### src/rtcc_pkg.sv
// rtcc_pkg: constants, register map and state record of the rtc core
// assumes a 50 MHz system clock and a 32.768 kHz oscillator tick input
package rtcc_pkg;

    // ------------------------------------------------------------
    // register addresses
    // ------------------------------------------------------------
    localparam logic [16:0] ADDR_FLAGS = 17'h1fff0;
    localparam logic [16:0] ADDR_CAL   = 17'h1fff8;
    localparam logic [16:0] ADDR_IRQ   = 17'h1fff6;
    localparam logic [3:0]  LO_CENT    = 4'h1;
    localparam logic [3:0]  LO_ALM0    = 4'h2;
    localparam logic [3:0]  LO_ALM3    = 4'h5;
    localparam logic [3:0]  LO_SEC     = 4'h9;

    // ------------------------------------------------------------
    // field positions
    // ------------------------------------------------------------
    localparam int FLG_R     = 0;
    localparam int FLG_W     = 1;
    localparam int FLG_CAL   = 2;
    localparam int FLG_OSCILLATOR_FAILED_FLAG  = 4;
    localparam int FLG_AF    = 6;
    localparam int CAL_SIGN  = 5;
    localparam int CAL_DIS   = 7;
    localparam int IRQ_AIE   = 3;
    localparam int T_SEC     = 0;
    localparam int T_MIN     = 1;
    localparam int T_HOUR    = 2;
    localparam int T_DAY     = 3;
    localparam int T_DATE    = 4;
    localparam int T_MONTH   = 5;
    localparam int T_YEAR    = 6;
    localparam int T_CENT    = 7;

    // ------------------------------------------------------------
    // masks and reset values
    // ------------------------------------------------------------
    localparam logic [7:0][7:0] TIME_MASK = {8'hff, 8'hff, 8'h1f, 8'h3f, 8'h07, 8'h3f, 8'h7f, 8'h7f};
    localparam logic [7:0][7:0] TIME_RST  = {8'h00, 8'h00, 8'h01, 8'h01, 8'h01, 8'h00, 8'h00, 8'h00};
    localparam logic [3:0][7:0] ALM_RST   = {8'h00, 8'h00, 8'h00, 8'h00};
    localparam logic [7:0]      FLG_WMASK = 8'h07;
    localparam logic [7:0]      CAL_MASK  = 8'hbf;
    localparam logic [7:0]      IRQ_MASK  = 8'h08;
    localparam logic [7:0]      FLAGS_RST = 8'h00;
    localparam logic [7:0]      CAL_RST   = 8'h00;
    localparam logic [7:0]      IRQ_RST   = 8'h00;

    // ------------------------------------------------------------
    // timing
    // ------------------------------------------------------------
    localparam logic [15:0] PRE_NOM       = 16'd32767;
    localparam logic [15:0] CAL_NEG_CYC   = 16'd128;
    localparam logic [15:0] CAL_POS_CYC   = 16'd256;
    localparam logic [5:0]  CAL_MIN_LAST  = 6'd61;
    localparam logic [4:0]  TEST_HALF     = 5'd31;
    localparam int          CLK_HZ        = 50_000_000;
    localparam int          OSC_START_S   = 10;
    localparam int          OSC_START_CYC = OSC_START_S * CLK_HZ;
    localparam int          REFRESH_MS    = 20;
    localparam int          REFRESH_CYC   = REFRESH_MS * (CLK_HZ / 1000);

    // ------------------------------------------------------------
    // state record
    // ------------------------------------------------------------
    typedef struct packed {
        logic [7:0][7:0] cnt;
        logic [7:0][7:0] vis;
        logic [7:0][7:0] base;
        logic [3:0][7:0] alm;
        logic [7:0]      flags;
        logic [7:0]      cal;
        logic [7:0]      irq;
        logic [15:0]     pre;
        logic [5:0]      cmin;
        logic [4:0]      tst;
        logic            sq;
        logic [28:0]     osc_wait;
        logic            osc_ok;
        logic            wr_prev;
        logic            rdf_prev;
        logic            tick_d;
        logic [7:0]      dq;
    } rtcc_state_t;

    localparam rtcc_state_t ST_RST = '{cnt: TIME_RST, vis: TIME_RST, base: TIME_RST, alm: ALM_RST,
                                       flags: FLAGS_RST, cal: CAL_RST, irq: IRQ_RST, default: '0};

endpackage : rtcc_pkg

### src/rtcc_core.sv
// rtcc_core: bcd clock, calendar, alarm and calibration behind sram-style pins
// assumes bus pins and the oscillator tick are synchronous to clk_sys
//
// Contract
// - time and alarm kept in bcd; user copy separate from running counters.
// - count seconds up to century rollover, with weekday, month length, leap years.
// - eight timekeeping registers written and read; unused bits read zero.
// - read-hold bit freezes user copy while counters keep running.
// - user copy refreshed at once, all together, after read-hold clears.
// - write-hold halts updates; host writes base time in bcd.
// - clearing write-hold loads base time into counters.
// - oscillator-disable bit stops oscillator when 1; reset value 0.
// - oscillator given up to ten seconds to start after enable.
// - enabled oscillator not started by then sets failed flag; host writes 0 to clear.
// - oscillator failure restores time to base; calibration untouched.
// - five-bit calibration magnitude plus sign bit, 1 positive.
// - 64-minute cycle; one second shortened 128 or lengthened 256 cycles.
// - magnitude n adjusts the first 2n minutes of the cycle.
// - calibration-test bit toggles interrupt pin at 512 Hz, uncalibrated.
// - four alarm fields; top bit 0 includes field in comparison.
// - match bits all 1 fire each second; more fields, rarer alarm.
// - alarm match sets alarm flag; may drive interrupt pin.
// - reading flags register clears the alarm flag.
// - alarm interrupt enable routes alarm flag to interrupt pin.
`timescale 1ns/1ps

module rtcc_core
#(
    parameter int OSC_START_CYC_P = rtcc_pkg::OSC_START_CYC
)
(
    // clock and reset
    input  wire logic        clk_sys,
    input  wire logic        rst_n,
    // memory-style bus
    input  wire logic        ce_n,
    input  wire logic        we_n,
    input  wire logic        oe_n,
    input  wire logic [16:0] addr,
    input  wire logic [7:0]  dq_in,
    output logic      [7:0]  dq_out,
    output logic             dq_oe,
    // oscillator
    input  wire logic        osc_tick,
    output logic             osc_stop,
    // interrupt
    output logic             int_out
);
    import rtcc_pkg::*;

    localparam logic [28:0] OSC_WAIT_LAST = 29'(OSC_START_CYC_P - 1);

    rtcc_state_t s_r;
    rtcc_state_t s_nxt;
    logic        wr_act;
    logic        take;
    logic        rd_flags;
    logic        in_rtc;
    logic        is_time;
    logic [2:0]  tidx;
    logic [1:0]  aidx;
    logic        tick;
    logic        adj;
    logic [15:0] term;
    logic        fail;
    logic [3:0]  match;
    logic        alm_hit;

    // ------------------------------------------------------------
    // bcd calendar helpers
    // ------------------------------------------------------------
    function automatic logic [7:0] bcd_inc(input logic [7:0] b);
        return (b[3:0] == 4'h9) ? {b[7:4] + 4'h1, 4'h0} : {b[7:4], b[3:0] + 4'h1};
    endfunction : bcd_inc

    function automatic logic div4(input logic [7:0] b);
        return b[4] ? (b[3:0] == 4'h2 || b[3:0] == 4'h6)
                    : (b[3:0] == 4'h0 || b[3:0] == 4'h4 || b[3:0] == 4'h8);
    endfunction : div4

    function automatic logic [7:0] mdays(input logic [7:0] mo, input logic [7:0] yr, input logic [7:0] ce);
        logic leap;
        leap = div4(yr) && (yr != 8'h00 || div4(ce));
        case (mo)
            8'h02:                      mdays = leap ? 8'h29 : 8'h28;
            8'h04, 8'h06, 8'h09, 8'h11: mdays = 8'h30;
            default:                    mdays = 8'h31;
        endcase
    endfunction : mdays

    function automatic logic [7:0][7:0] adv(input logic [7:0][7:0] t);
        logic [7:0][7:0] r;
        logic            c;
        r = t;
        c = (t[T_SEC] == 8'h59);
        r[T_SEC] = c ? 8'h00 : bcd_inc(t[T_SEC]);
        if (c)
        begin
            c = (t[T_MIN] == 8'h59);
            r[T_MIN] = c ? 8'h00 : bcd_inc(t[T_MIN]);
        end
        if (c)
        begin
            c = (t[T_HOUR] == 8'h23);
            r[T_HOUR] = c ? 8'h00 : bcd_inc(t[T_HOUR]);
            r[T_DAY]  = (c && t[T_DAY] == 8'h07) ? 8'h01 : (c ? bcd_inc(t[T_DAY]) : t[T_DAY]);
        end
        if (c)
        begin
            c = (t[T_DATE] == mdays(t[T_MONTH], t[T_YEAR], t[T_CENT]));
            r[T_DATE] = c ? 8'h01 : bcd_inc(t[T_DATE]);
        end
        if (c)
        begin
            c = (t[T_MONTH] == 8'h12);
            r[T_MONTH] = c ? 8'h01 : bcd_inc(t[T_MONTH]);
        end
        if (c)
        begin
            c = (t[T_YEAR] == 8'h99);
            r[T_YEAR] = c ? 8'h00 : bcd_inc(t[T_YEAR]);
        end
        if (c)
        begin
            r[T_CENT] = (t[T_CENT] == 8'h99) ? 8'h00 : bcd_inc(t[T_CENT]);
        end
        return r;
    endfunction : adv

    // ------------------------------------------------------------
    // alarm field compare
    // ------------------------------------------------------------
    genvar gi;
    generate
        for (gi = 0; gi < 4; gi++)
        begin : g_alm
            localparam int CI = (gi == 3) ? T_DATE : gi;
            assign match[gi] = s_r.alm[gi][7] || (s_r.alm[gi][6:0] == s_r.cnt[CI][6:0]);
        end
    endgenerate

    // ------------------------------------------------------------
    // next state
    // ------------------------------------------------------------
    always_comb
    begin
        s_nxt    = s_r;
        wr_act   = !ce_n && !we_n;
        take     = wr_act && !s_r.wr_prev;
        in_rtc   = (addr[16:4] == ADDR_FLAGS[16:4]);
        rd_flags = !ce_n && we_n && (addr == ADDR_FLAGS);
        is_time  = in_rtc && (addr[3:0] == LO_CENT || addr[3:0] >= LO_SEC);
        tidx     = (addr[3:0] == LO_CENT) ? 3'(T_CENT) : 3'(addr[3:0] - LO_SEC);
        aidx     = 2'(addr[3:0] - LO_ALM0);
        adj      = (s_r.cnt[T_SEC] == 8'h00) && (s_r.cmin < {s_r.cal[4:0], 1'b0})
                   && (s_r.cmin <= CAL_MIN_LAST);
        term     = !adj ? PRE_NOM
                 : (s_r.cal[CAL_SIGN] ? PRE_NOM + CAL_POS_CYC : PRE_NOM - CAL_NEG_CYC);
        tick     = osc_tick && !s_r.cal[CAL_DIS] && (s_r.pre == term);
        fail     = !s_r.cal[CAL_DIS] && !s_r.osc_ok && (s_r.osc_wait == OSC_WAIT_LAST);
        alm_hit  = s_r.tick_d && (&match);

        s_nxt.wr_prev  = wr_act;
        s_nxt.rdf_prev = rd_flags;
        s_nxt.tick_d   = tick;

        // oscillator divider and test square wave
        if (osc_tick && !s_r.cal[CAL_DIS])
        begin
            s_nxt.osc_ok = 1'b1;
            s_nxt.pre    = tick ? 16'h0000 : s_r.pre + 16'h0001;
            s_nxt.tst    = s_r.tst + 5'h01;
            if (s_r.tst == TEST_HALF)
                s_nxt.sq = !s_r.sq;
        end
        if (!s_r.cal[CAL_DIS] && !s_r.osc_ok)
            s_nxt.osc_wait = fail ? 29'h0 : s_r.osc_wait + 29'h1;
        if (s_r.cal[CAL_DIS])
        begin
            s_nxt.osc_ok   = 1'b0;
            s_nxt.osc_wait = 29'h0;
        end

        // running counters, one second per tick
        if (tick)
        begin
            s_nxt.cnt = adv(s_r.cnt);
            if (s_r.cnt[T_SEC] == 8'h59)
                s_nxt.cmin = s_r.cmin + 6'h01;
        end

        // user copy follows counters unless a hold bit is set
        if (!s_r.flags[FLG_R] && !s_r.flags[FLG_W])
            s_nxt.vis = s_r.cnt;

        // host writes
        if (take && in_rtc)
        begin
            if (addr == ADDR_FLAGS)
            begin
                s_nxt.flags = (s_r.flags & ~FLG_WMASK) | (dq_in & FLG_WMASK);
                if (!dq_in[FLG_OSCILLATOR_FAILED_FLAG])
                    s_nxt.flags[FLG_OSCILLATOR_FAILED_FLAG] = 1'b0;
                if (s_r.flags[FLG_W] && !dq_in[FLG_W])
                begin
                    s_nxt.cnt = s_r.base;
                    s_nxt.pre = 16'h0000;
                end
            end
            else if (addr == ADDR_CAL)
            begin
                s_nxt.cal = dq_in & CAL_MASK;
            end
            else if (addr == ADDR_IRQ)
            begin
                s_nxt.irq = dq_in & IRQ_MASK;
            end
            else if (addr[3:0] >= LO_ALM0 && addr[3:0] <= LO_ALM3)
            begin
                s_nxt.alm[aidx] = dq_in;
            end
            else if (is_time)
            begin
                s_nxt.base[tidx] = dq_in & TIME_MASK[tidx];
                s_nxt.vis[tidx]  = dq_in & TIME_MASK[tidx];
            end
        end

        // oscillator failure wins over a clear in the same cycle
        if (fail)
        begin
            s_nxt.flags[FLG_OSCILLATOR_FAILED_FLAG] = 1'b1;
            s_nxt.cnt             = s_r.base;
            s_nxt.vis             = s_r.base;
        end

        // alarm flag: cleared at end of a flags read, set wins
        if (s_r.rdf_prev && !rd_flags)
            s_nxt.flags[FLG_AF] = 1'b0;
        if (alm_hit)
            s_nxt.flags[FLG_AF] = 1'b1;

        // read data register
        if (!in_rtc)
            s_nxt.dq = 8'h00;
        else if (addr == ADDR_FLAGS)
            s_nxt.dq = s_r.flags;
        else if (addr == ADDR_CAL)
            s_nxt.dq = s_r.cal;
        else if (addr == ADDR_IRQ)
            s_nxt.dq = s_r.irq;
        else if (addr[3:0] >= LO_ALM0 && addr[3:0] <= LO_ALM3)
            s_nxt.dq = s_r.alm[aidx];
        else if (is_time)
            s_nxt.dq = s_r.vis[tidx];
        else
            s_nxt.dq = 8'h00;
    end

    // ------------------------------------------------------------
    // state register
    // ------------------------------------------------------------
    always_ff @(posedge clk_sys or negedge rst_n)
    begin
        if (!rst_n)
            s_r <= ST_RST;
        else
            s_r <= s_nxt;
    end

    // ------------------------------------------------------------
    // outputs
    // ------------------------------------------------------------
    assign dq_out   = s_r.dq;
    assign dq_oe    = !ce_n && !oe_n && we_n && in_rtc;
    assign osc_stop = s_r.cal[CAL_DIS];
    assign int_out  = s_r.flags[FLG_CAL] ? s_r.sq
                    : (s_r.irq[IRQ_AIE] && s_r.flags[FLG_AF]);
endmodule : rtcc_core

### config.mk
export PLATFORM = sky130hd
export DESIGN_NAME = rtcc_core
export DESIGN_NICKNAME = d
export VERILOG_FILES = /design/src/rtcc_pkg.sv /design/src/rtcc_core.sv
export SDC_FILE = /design/constraint.sdc
export NUM_CORES = 1
export LEC_CHECK = 0
export BUFFER_PORTS_ARGS = -buffer_cell sky130_fd_sc_hd__buf_2
export CORE_MARGIN = 4
export CORE_UTILIZATION = 50
export CTS_BUF_LIST = sky130_fd_sc_hd__clkbuf_8
export CTS_CLUSTER_DIAMETER = 40
export DETAILED_ROUTE_END_ITERATION = 10
export HOLD_SLACK_MARGIN = 0.03
export PLACE_DENSITY_LB_ADDON = 0.12
export SKIP_LAST_GASP = 1
export SLEW_MARGIN = 20
export SYNTH_ARGS = -nofsm -noshare
export SYNTH_HDL_FRONTEND = slang
export SYNTH_SLANG_ARGS = --single-unit
### constraint.sdc
create_clock -name clk_sys -period 3.28 [get_ports clk_sys]
set_clock_uncertainty 0.2 [all_clocks]
set_input_delay 0.328 -clock clk_sys [delete_from_list [all_inputs] [get_ports clk_sys]]
set_output_delay 0.328 -clock clk_sys [all_outputs]
set_load 0.02 [all_outputs]
# Yosys cells after proc, flatten, opt, wreduce, memory -nomap -nowiden

Memory sizes are Yosys's and may differ from the RTL's.
Cells that the tools add are included.

Flip-flop bits (word level): 309
Bits in latches: 0
Bits in writable memories: 0
Memory bits (read-only): 64
Output and inout port bits: 11
Memories: 1

Add/sub/neg operators: 22
Multiply operators: 0
Divide/modulo/power cells: 0
$lt $le $gt $ge: 9
Equality and inequality tests: 41
Shift operators: 0
Muxes and demuxes: 90
Bitwise operators: 6
Reductions and logical operators: 69

Memories:

| name             | words | bits a word | rd ports | clocked after Yosys merged registers in | wr ports | line             | text |
|---|---|---|---|---|---|---|---|
| (name not given) | 8     | 8           | 1        | 0                                       | 0        | rtcc_core.sv:225 | `s_nxt.vis[tidx] = dq_in & TIME_MASK[tidx];` |

Operators with widths:

| cell                                                             | count |
|---|---|
| 160-bit 2-to-1 mux                                               | 3 |
| 128-bit 2-to-1 mux                                               | 3 |
| 8-bit 2-to-1 mux                                                 | 37 |
| 264-bit 2-to-1 mux                                               | 1 |
| 64-bit 2-to-1 mux                                                | 4 |
| 64-bit bitwise mux                                               | 2 |
| 16-bit 2-to-1 mux                                                | 8 |
| 4-bit by 1-bit adder with 4-bit output (second input constant)   | 16 |
| 29-bit 2-to-1 mux                                                | 2 |
| 17-bit == test (second input constant)                           | 3 |
| 4-bit == test (second input constant)                            | 10 |
| 32-bit bitwise mux                                               | 1 |
| 32-bit 2-to-1 mux                                                | 1 |
| 30-bit 2-to-1 mux                                                | 1 |
| 29-bit by 1-bit adder with 29-bit output (second input constant) | 1 |
| 29-bit == test (second input constant)                           | 1 |
| 7-bit == test                                                    | 4 |
| 1-bit logical AND                                                | 25 |
| 8-bit binary-select mux with 3-bit select                        | 1 |
| 8-bit demux with 3-bit select                                    | 1 |
| 8-bit by 3-bit == test with 1-bit output (second input constant) | 3 |
| 1-bit 2-to-1 mux                                                 | 19 |
| 16-bit by 1-bit adder with 16-bit output (second input constant) | 1 |
| 8-bit binary-select mux with 2-bit select                        | 1 |
| other kinds (46)                                                 | 88 |

# Longest topological paths before layout

Gate-level depths: netlist of the first run.

Depth after elaboration: 25
Depth in mapped cells: 15

# Least setup slack after synthesis of the first run

Ideal clock, no wire load.

Path kind: input to register
Start: in addr[0]
End: reg s_r[237] (netlist bit)
Data arrival time: 3.378 ns
Slack: -0.423 ns
Stages on the path: 12
Cell sequence: clkbuf_1 > clkbuf_1 > inv_1 > ha_1 > o21ai_1 > clkbuf_1 > buf_1 > ha_1 > and2_0 > clkbuf_1 > o21ai_0 > mux2_2

RTL lines:

| element              | line             | text |
|---|---|---|
| from (decl)          | rtcc_core.sv:39  | `input wire logic [16:0] addr,` |
| to (signal assigned) | rtcc_core.sv:268 | `s_r <= s_nxt;` |
| to (decl)            | rtcc_core.sv:53  | `rtcc_state_t s_r;` |

==> results of run 1 <==
==> cells in the mapped netlist (9+ instances only) <==
cell type                    n  area share (%)
sky130_fd_sc_hd__a211oi_1   40             1.7
sky130_fd_sc_hd__buf_2      14            0.41
sky130_fd_sc_hd__nand4_1    30             1.1
sky130_fd_sc_hd__dfrtp_1   297              43
sky130_fd_sc_hd__buf_4       9            0.39
sky130_fd_sc_hd__nor3_1     20            0.58
sky130_fd_sc_hd__nor2b_1    14            0.51
sky130_fd_sc_hd__xnor2_1    40             2.0
sky130_fd_sc_hd__inv_1      40            0.87
sky130_fd_sc_hd__and3_1     18            0.65
sky130_fd_sc_hd__o31ai_1     9            0.39
sky130_fd_sc_hd__a21oi_1    77             2.2
sky130_fd_sc_hd__a221oi_1   18            0.92
sky130_fd_sc_hd__xor2_1     30             1.5
sky130_fd_sc_hd__mux2i_1    42             2.4
sky130_fd_sc_hd__nand2_1   291             6.3
sky130_fd_sc_hd__nand3_1    78             2.3
sky130_fd_sc_hd__and2_1     13            0.47
sky130_fd_sc_hd__ha_1       48             3.5
sky130_fd_sc_hd__a21o_1     23             1.0
sky130_fd_sc_hd__clkbuf_1   94             2.1
sky130_fd_sc_hd__nor2_1    124             2.7
sky130_fd_sc_hd__nor4_1     21            0.76
sky130_fd_sc_hd__mux2_2     76             5.0
sky130_fd_sc_hd__a31oi_1    14            0.51
sky130_fd_sc_hd__nand2b_1   15            0.55
sky130_fd_sc_hd__o21ai_0   243             7.1
sky130_fd_sc_hd__dfstp_2     9             1.4
==> registers in the layout (all words and copies together) (netlist names) <==
register	count
dq_out	8
osc_stop	1
s_r	297
==> per-stage QoR <==
step	hold WS [ns]	instances
3_5_place_dp	-0.0486	2336
6_report	0.0940	2460
5_1_grt	0.106	2460
2_1_floorplan	-0.168	1883
4_1_cts	0.0593	2455
3_3_place_gp	-0.0463	2336
==> power breakdown <==
group          total [mW]  internal (mW)  switching, mW
Combinational       0.470          0.159          0.311
Clock                3.70           2.03           1.67
Sequential           3.91           3.84         0.0614
Total                8.07           6.03           2.04
==> worst reg2reg max path: cells and delay by family, from the launching register on <==
family,cells,cell delay (ns)
AND/OR/NAND/NOR,4,1.29
AO/OA/AOI/OAI,3,0.69
flip-flops,1,0.43
buffers and inverters,2,0.31
adder cells (fa/ha/maj),1,0.19
==> routing by layer <==
| metal | up-vias | GRT usage [%] | part of all wire [%] |
|---|---|---|---|
| li1 | 6904 | - | - |
| met2 | 556 | 42.0 | 44 |
| met4 | 0 | 10.8 | 3.9 |
| met1 | 7328 | 40.0 | 45 |
| met3 | 121 | 5.27 | 7.1 |
| met5 | - | 0 | 0 |
==> area by class of cell <==
class	count	area [µm²]	share of cell area (%)
Sequential cell	306	7670	38.9
Multi-Input combinational cell	1409	8910	45.2
Clock inverter	35	230	1.17
Inverter	42	158	0.799
Timing Repair Buffer	155	1310	6.62
Clock buffer	65	895	4.53
Tap cell	448	561	2.84
==> what timing repair did <==
action | in CTS | in global routing
endpoints found under the setup margin | 0 | 18
endpoints found under the hold margin | 346 | 0
setup buffers | 0 | 4
hold buffers | 19 | 0
resized for setup | 0 | 5
==> kinds of logic (layout without fill, tap and decap cells) <==
logic type / after synthesis / count (layout)
xor gates and xnor gates: 70 / 70
DFF: 306 / 306
AOI/OAI and AO/OA: 483 / 483
muxes: 126 / 126
buffers and inverters: 168 / 297
and+or+nand+nor: 682 / 682
adders and majority gates: 48 / 48
==> worst max path at each step <==
stage / from / to / cells after the start
2_1_floorplan: addr[0] / s_r[237] / 12
3_3_place_gp: s_r[81] / s_r[51] / 11
3_5_place_dp: s_r[47] / s_r[51] / 10
4_1_cts: s_r[81] / s_r[51] / 11
5_1_grt: s_r[47] / s_r[268] / 10
6_report: addr[15] / dq_out[6] / 13
==> impl_summary.log, run 1 <==
[metrics] run status: complete, no violations
[metrics] number of cell rows: 67
[metrics] number of max-capacitance violations reported: 0
[metrics] first drt pass iteration count: 7
[metrics] Register-to-Register Setup Slack: 0.11 ns
[metrics] Global Route Usage Sum: 27.8%
[metrics] RSZ-0062 raised after global routing: yes
[metrics] Relative slew margins: 47.2%
[metrics] startpoint of the worst-slack reg-to-reg timing path: s_r[47]
[metrics] category of cells accounting for the largest share of critical-path delay: buffers and inverters
[metrics] flip-flop and latch count after synthesis: approximately 300
[metrics] drt total wl: 53100 µm
[metrics] # IOs: 42
[metrics] sequential element share of the synthesized area: 44.6%
[metrics] Post-synth EDFFs: 0
[metrics] clock edge transition at the registers on the reported setup and hold paths: roughly 0.06 ns
[metrics] most frequent standard cell in the layout excluding fill and tap cells: sky130_fd_sc_hd__dfrtp_1
[metrics] antenna diode instance count: 0
[metrics] max-slew violation total from the final report: 0
[metrics] final routed wire length divided by cell count: 21.6 µm
[metrics] final critical delay including setup and external delays: 3.23 ns
[metrics] part of the cycle the worst path needs: 98.6%
[metrics] Worst Reg2Reg Path Length in Cells: 10
[metrics] Clock H-tree levels: 2
[metrics] signed area change from the synthesized netlist to the final layout: 14.7%
[metrics] RD Place Congestion: 0.923
[metrics] synthesized area per cell: 9.14 µm²
[metrics] combinational family with the most area after synthesis: simple AND/OR/NAND/NOR gates
[metrics] DRT antenna net count: 0
[metrics] leakage power: 9.20 nW
[metrics] average vias per placed instance: a little over 6
[metrics] kind of critical path: in -> reg
[metrics] post-synthesis cell type count: 82
[metrics] placed instance area: roughly 0.018 mm²
[metrics] post-placement setup slack: roughly 0.12 ns
[metrics] compound-gate portion of the synthesized area: approximately 17%
[metrics] final setup violation count: 0
[metrics] number of hold violations in the final report: 0
[metrics] cts bufs inserted: 57
[metrics] maximum number of pins on one net before global-route repair: 135
[metrics] total standard cell area after synthesis: 0.0172 mm²
[metrics] master of the slowest instance on the critical path: sky130_fd_sc_hd__dlygate4sd3_1
[metrics] TritonCTS clock tree: built
[metrics] Layout Utilization: 58.4%
[metrics] vias in the first global route: 14700
[metrics] largest driver fanout on the critical path: 7
[metrics] adder-cell share of the synthesized area: 3.49%
[metrics] slack of the critical path: between 0.04 and 0.05 ns
[metrics] largest voltage drop on the vdd net: 0.000286 V
[metrics] asr flop ratio synth: 100%
[metrics] Filler Cell Count: 3002
[metrics] Data required, critical path: 3.63 ns
[metrics] die area: between 0.03 and 0.04 mm²
[metrics] core region area: 0.0338 mm²
[metrics] initial antenna violation count: 0
[metrics] count of port buffers added during placement: 41
[metrics] DRC violation count after routing: 0
[metrics] Setup TNS Final: 0 ns
[metrics] upper clock frequency limit: 0.309 GHz
[metrics] crit path DAT: 3.58 ns
[metrics] sequence of cells on the critical path: dlygate4sd3_1 > buf_2 > nand3_1 > dlygate4sd3_1 > nor4_4 > dlygate4sd3_1 > inv_1 > nor2_1 > buf_4 > o21ai_0 > a21oi_1 > a21oi_1 > nor2_1
[metrics] fraction of layout instances using a drive strength above 1: 17.0%
[metrics] Post-Synthesis Cells: between 1500 and 2000
[metrics] CTS Root Cell: sky130_fd_sc_hd__clkbuf_8
[metrics] y dimension of the die: between 150 and 200 µm
[metrics] fraction of synthesized cell area in xor and xnor cells: 3.56%
[metrics] R2R Path End: s_r[258]
[metrics] critical path startpoint category: input pin
[metrics] Bufs on Longest Clock Path: 3
[metrics] highest-count cells in the layout ignoring fill and taps: sky130_fd_sc_hd__dfrtp_1, sky130_fd_sc_hd__nand2_1, sky130_fd_sc_hd__o21ai_0
[metrics] total via count in the routed design: 14900
[metrics] synthesis warning total: 0
[metrics] classification of the worst-slack hold path: in -> async
[metrics] area of all placed cells without fillers: about 0.020 mm²
[metrics] synthesized net count: 1962
[metrics] total congestion overflow: 0
[metrics] number of sinks driven by the clock tree: 306
[metrics] total power after layout: slightly above 8 mW
[metrics] cell mode on critical path: sky130_fd_sc_hd__dlygate4sd3_1
[metrics] Setup crit end kind: register
[metrics] multiplexer fraction of the synthesized cell area: about 8.5%
[metrics] DR iter-0 viols: 1090
[metrics] starting density of the core: between 50% and 60%
[metrics] first-pass GRT wire length: about 84000 µm
[metrics] sum of buffers and inverters on the critical path: 6
[metrics] Tightest Pin Transition: 0.792 ns
[metrics] number of nets at the end of the flow: slightly above 2000
[metrics] PwrDens: 409 mW/mm²
[metrics] clock latency on the worst-skew pair: 0.64 ns
[metrics] top_reg_cell synth: sky130_fd_sc_hd__dfrtp_1
[metrics] basic-gate share of the synthesized area counting and, or, nand and nor cells: 18.9%
[metrics] CP peak stage delay: between 0.6 and 0.7 ns
[metrics] detailed-placement wirelength estimate: between 30000 and 40000 µm
[metrics] die width: 194 µm
Power figures use the tool's default switching activity.
==> inputs of run 2 (changes only) <==
--- a/config.mk
+++ b/config.mk
@@ -12,6 +12,7 @@
 export CTS_CLUSTER_DIAMETER = 40
 export DETAILED_ROUTE_END_ITERATION = 10
 export HOLD_SLACK_MARGIN = 0.03
+export MAX_ROUTING_LAYER = met4
 export PLACE_DENSITY_LB_ADDON = 0.12
 export SKIP_LAST_GASP = 1
 export SLEW_MARGIN = 20
==> run 2 against run 1 <==
Effect of this change: clock-buffer cell count is 6 higher; sequential cell count stayed put; sequential power hardly changed; critical endpoint is now s_r[237].
==> impl_summary.log, run 2 (synthesis gave the netlist of run 1 again) <==
[metrics] die area: 0.0375 mm² (unchanged)
[metrics] Filler Cell Count: 2929 (-2.4%)
[metrics] highest-count cells in the layout ignoring fill and taps: sky130_fd_sc_hd__dfrtp_1, sky130_fd_sc_hd__nand2_1, sky130_fd_sc_hd__o21ai_0
[metrics] switching share of total power: 25.1% (-0.16 points)
[metrics] master of the slowest instance on the critical path: sky130_fd_sc_hd__dlygate4sd3_1
[metrics] worst hold slack after final layout: 0.0678 ns (-0.0262 ns)
[metrics] Routed met2 length: 23600 µm (+0.84%)
[metrics] detailed-placement wirelength estimate: 36600 µm (+2.0%)
[metrics] number of cell rows: 67 (unchanged)
[metrics] cell mode on critical path: sky130_fd_sc_hd__buf_4
[metrics] Clock H-tree levels: 2 (unchanged)
[metrics] Setup crit end kind: register
[metrics] most frequent standard cell in the layout excluding fill and tap cells: sky130_fd_sc_hd__dfrtp_1
[metrics] largest voltage drop on the vdd net: 0.000318 V (+11%)
[metrics] first-pass GRT wire length: 83100 µm (-0.85%)
[metrics] max-slew violation total from the final report: 0 (unchanged)
[metrics] # IOs: 42 (unchanged)
[metrics] crit path DAT: 3.49 ns (-0.09 ns)
[metrics] total via count in the routed design: 14900 (+0.17%)
[metrics] top sig layer: met4
[metrics] vias in the first global route: 14300 (-2.5%)
[metrics] part of the cycle the worst path needs: 97.3% (-1.3 points)
[metrics] drt total wl: 53300 µm (+0.35%)
[metrics] Clock Power Share: 47.8% (+2.0 points)
[metrics] TritonCTS clock tree: built
[metrics] Multi-input gate area: 0.00893 mm² (+0.14%)
[metrics] internal power: 6.29 mW (+4.2%)
[metrics] DRC violation count after routing: 0 (unchanged)
[metrics] signed area change from the synthesized netlist to the final layout: 16.0%
[metrics] first drt pass iteration count: 5 (-2)
[metrics] clock edge transition at the registers on the reported setup and hold paths: 0.06 ns (about the same)
[metrics] RD Place Congestion: 0.915 (-0.88%)
[metrics] fraction of layout instances using a drive strength above 1: 17.6% (+0.55 points)
[metrics] average vias per placed instance: 6.02 (-0.60%)
[metrics] core region area: 0.0338 mm² (unchanged)
[metrics] Data required, critical path: 3.58 ns (-0.05 ns)
[metrics] routed length on met3: 3590 µm (-4.8%)
[metrics] leakage power: 9.30 nW (+1.1%)
[metrics] CTS Root Cell: sky130_fd_sc_hd__clkbuf_8
[metrics] PwrDens: 420 mW/mm² (+2.8%)
[metrics] clock latency on the worst-skew pair: 0.62 ns (-0.02 ns)
[metrics] final setup violation count: 0 (unchanged)
[metrics] final critical delay including setup and external delays: 3.19 ns (-0.0417 ns)
[metrics] sequence of cells on the critical path: dlygate4sd3_1 > buf_2 > nand3_1 > dlygate4sd3_1 > nor4_4 > buf_4 > nand4_1 > buf_4 > nor3_1 > buf_4 > and2_0 > buf_4 > o21ai_0 > mux2_2
[metrics] Global Route Usage Sum: 28.5% (+0.62 points)
[metrics] count of placed standard cells in the final layout, fillers left out: 2479 (+0.77%)
[metrics] Tightest Pin Transition: 1.11 ns (+0.313 ns)
[metrics] max FFs per register: 297 (unchanged)
[metrics] initial antenna violation count: 2 (+2)
[metrics] kind of critical path: in -> reg
[metrics] run status: complete, no violations
[metrics] Placed Instances: 2336 (unchanged)
[metrics] classification of the worst-slack hold path: in -> async
[metrics] Most flops, register: s_r
[metrics] die width: 194 µm (unchanged)
[metrics] RSZ-0062 raised after global routing: yes
[metrics] count of port buffers added during placement: 41 (unchanged)
[metrics] cts bufs inserted: 58 (+1.8%)
[metrics] upper clock frequency limit: 0.313 GHz (+1.3%)
[metrics] total congestion overflow: 0 (unchanged)
[metrics] starting density of the core: 50.9% (unchanged)
[metrics] Relative slew margins: 26.2% (-21 points)
[metrics] relative contribution of combinational cells to total power: 5.7% (about the same)
[metrics] DRT antenna net count: 0 (unchanged)
[metrics] final routed wire length divided by cell count: 21.5 µm (-0.42%)
[metrics] routed metal-1 wire length: 24200 µm (+1.4%)
[metrics] switching component of the power: 2.11 mW (+3.4%)
[metrics] sequential cell area: 0.00767 mm² (about the same)
[metrics] number of hold violations in the final report: 0 (unchanged)
[metrics] maximum number of pins on one net before global-route repair: 106 (-21%)
[metrics] number of max-capacitance violations reported: 0 (unchanged)
[metrics] number of sinks driven by the clock tree: 306 (unchanged)
[metrics] number of nets at the end of the flow: 2058 (+0.39%)
[metrics] DR iter-0 viols: 1187 (+8.9%)
[metrics] critical path startpoint category: input pin
[metrics] y dimension of the die: 194 µm (unchanged)
[metrics] Seq pwr share: 46.5% (-1.9 points)
[metrics] Bufs on Longest Clock Path: 3 (unchanged)
[metrics] largest driver fanout on the critical path: 14 (+7)
[metrics] CP peak stage delay: 0.60 ns (-0.07 ns)
## run 2: cell count changes in the layout (fill, tap and decap cells not counted), moves of 2 or more
cell                            before  now
sky130_fd_sc_hd__buf_4              80   82
sky130_fd_sc_hd__buf_12             15   17
sky130_fd_sc_hd__clkbuf_8           65   71
sky130_fd_sc_hd__dlygate4sd3_1      19   22
sky130_fd_sc_hd__diode_2             0    2
sky130_fd_sc_hd__clkinv_2            7   11
sky130_fd_sc_hd__inv_1              62   60
## run 2: power by group through the flow
stage                     clock network [mW]  registers [mW]  logic [mW]
after floorplan                            0            3.95       0.227
after global placement                     0            3.97       0.446
after detailed placement                   0            3.97       0.456
after CTS                               4.08            3.91       0.478
after global routing                    4.25            3.91       0.527
final                                   4.02            3.90       0.476
## run 2: worst max-delay path: cells and delay by family
kind	cells	cell delay (ns)
buffers and inverters	7	1.98
and+or+nand+nor	5	0.75
muxes	1	0.28
AOI/OAI and AO/OA	1	0.14
## run 2: repair_timing
item	4_1_cts	5_1_grt
endpoints found under the hold margin	332	0
gates resized for setup	0	4
buffers inserted	0	8
hold buffers	23	0
endpoints found under the setup margin	0	36
## run 2: area by class of cell
class,instances,share of cell area [%]
flip-flops and latches,306,38.4
well taps,448,2.81
repair buffers,162,6.97
clock buffers,71,4.89
multi-input cells,1409,44.7
inverters,42,0.789
diodes,2,0.0251
clock inverters,39,1.42
## run 2: final timing paths
| check | start | to | slack [ns] | depth (start not counted) |
|---|---|---|---|---|
| worst max-delay path | addr[15] | s_r[237] | 0.09 | 14 |
| worst min-delay path | rst_n | s_r[45] | 0.07 | 3 |
| worst max register to register | s_r[81] | s_r[258] | 0.12 | 11 |
| worst min register to register | s_r[45] | s_r[45] | 0.27 | 1 |
| max in group asynchronous | rst_n | s_r[175] | 2.15 | 3 |
| min in group clk_sys | dq_in[2] | s_r[175] | 0.10 | 3 |
## run 2: per-stage QoR
step           setup TNS (ns)  instance area (µm²)  utilization, %  setup WS, ns  power [mW]
6_report                    0                20000            59.1        0.0876        8.40
5_1_grt               -0.0865                20000            59.1       -0.0312        8.69
4_1_cts                     0                19900            58.8        0.0873        8.46
3_5_place_dp                0                18400            54.4         0.138        4.43
3_3_place_gp                0                18400            54.4         0.200        4.41
2_1_floorplan               0                17200               -        0.0416        4.18
## run 2: metal layers
| layer | track usage, % | vias to the layer above |
|---|---|---|
| met5 | - | - |
| met4 | 10.0 | 0 |
| met3 | 5.10 | 116 |
| met2 | 42.5 | 512 |
| met1 | 39.4 | 7392 |
| li1 | - | 6914 |
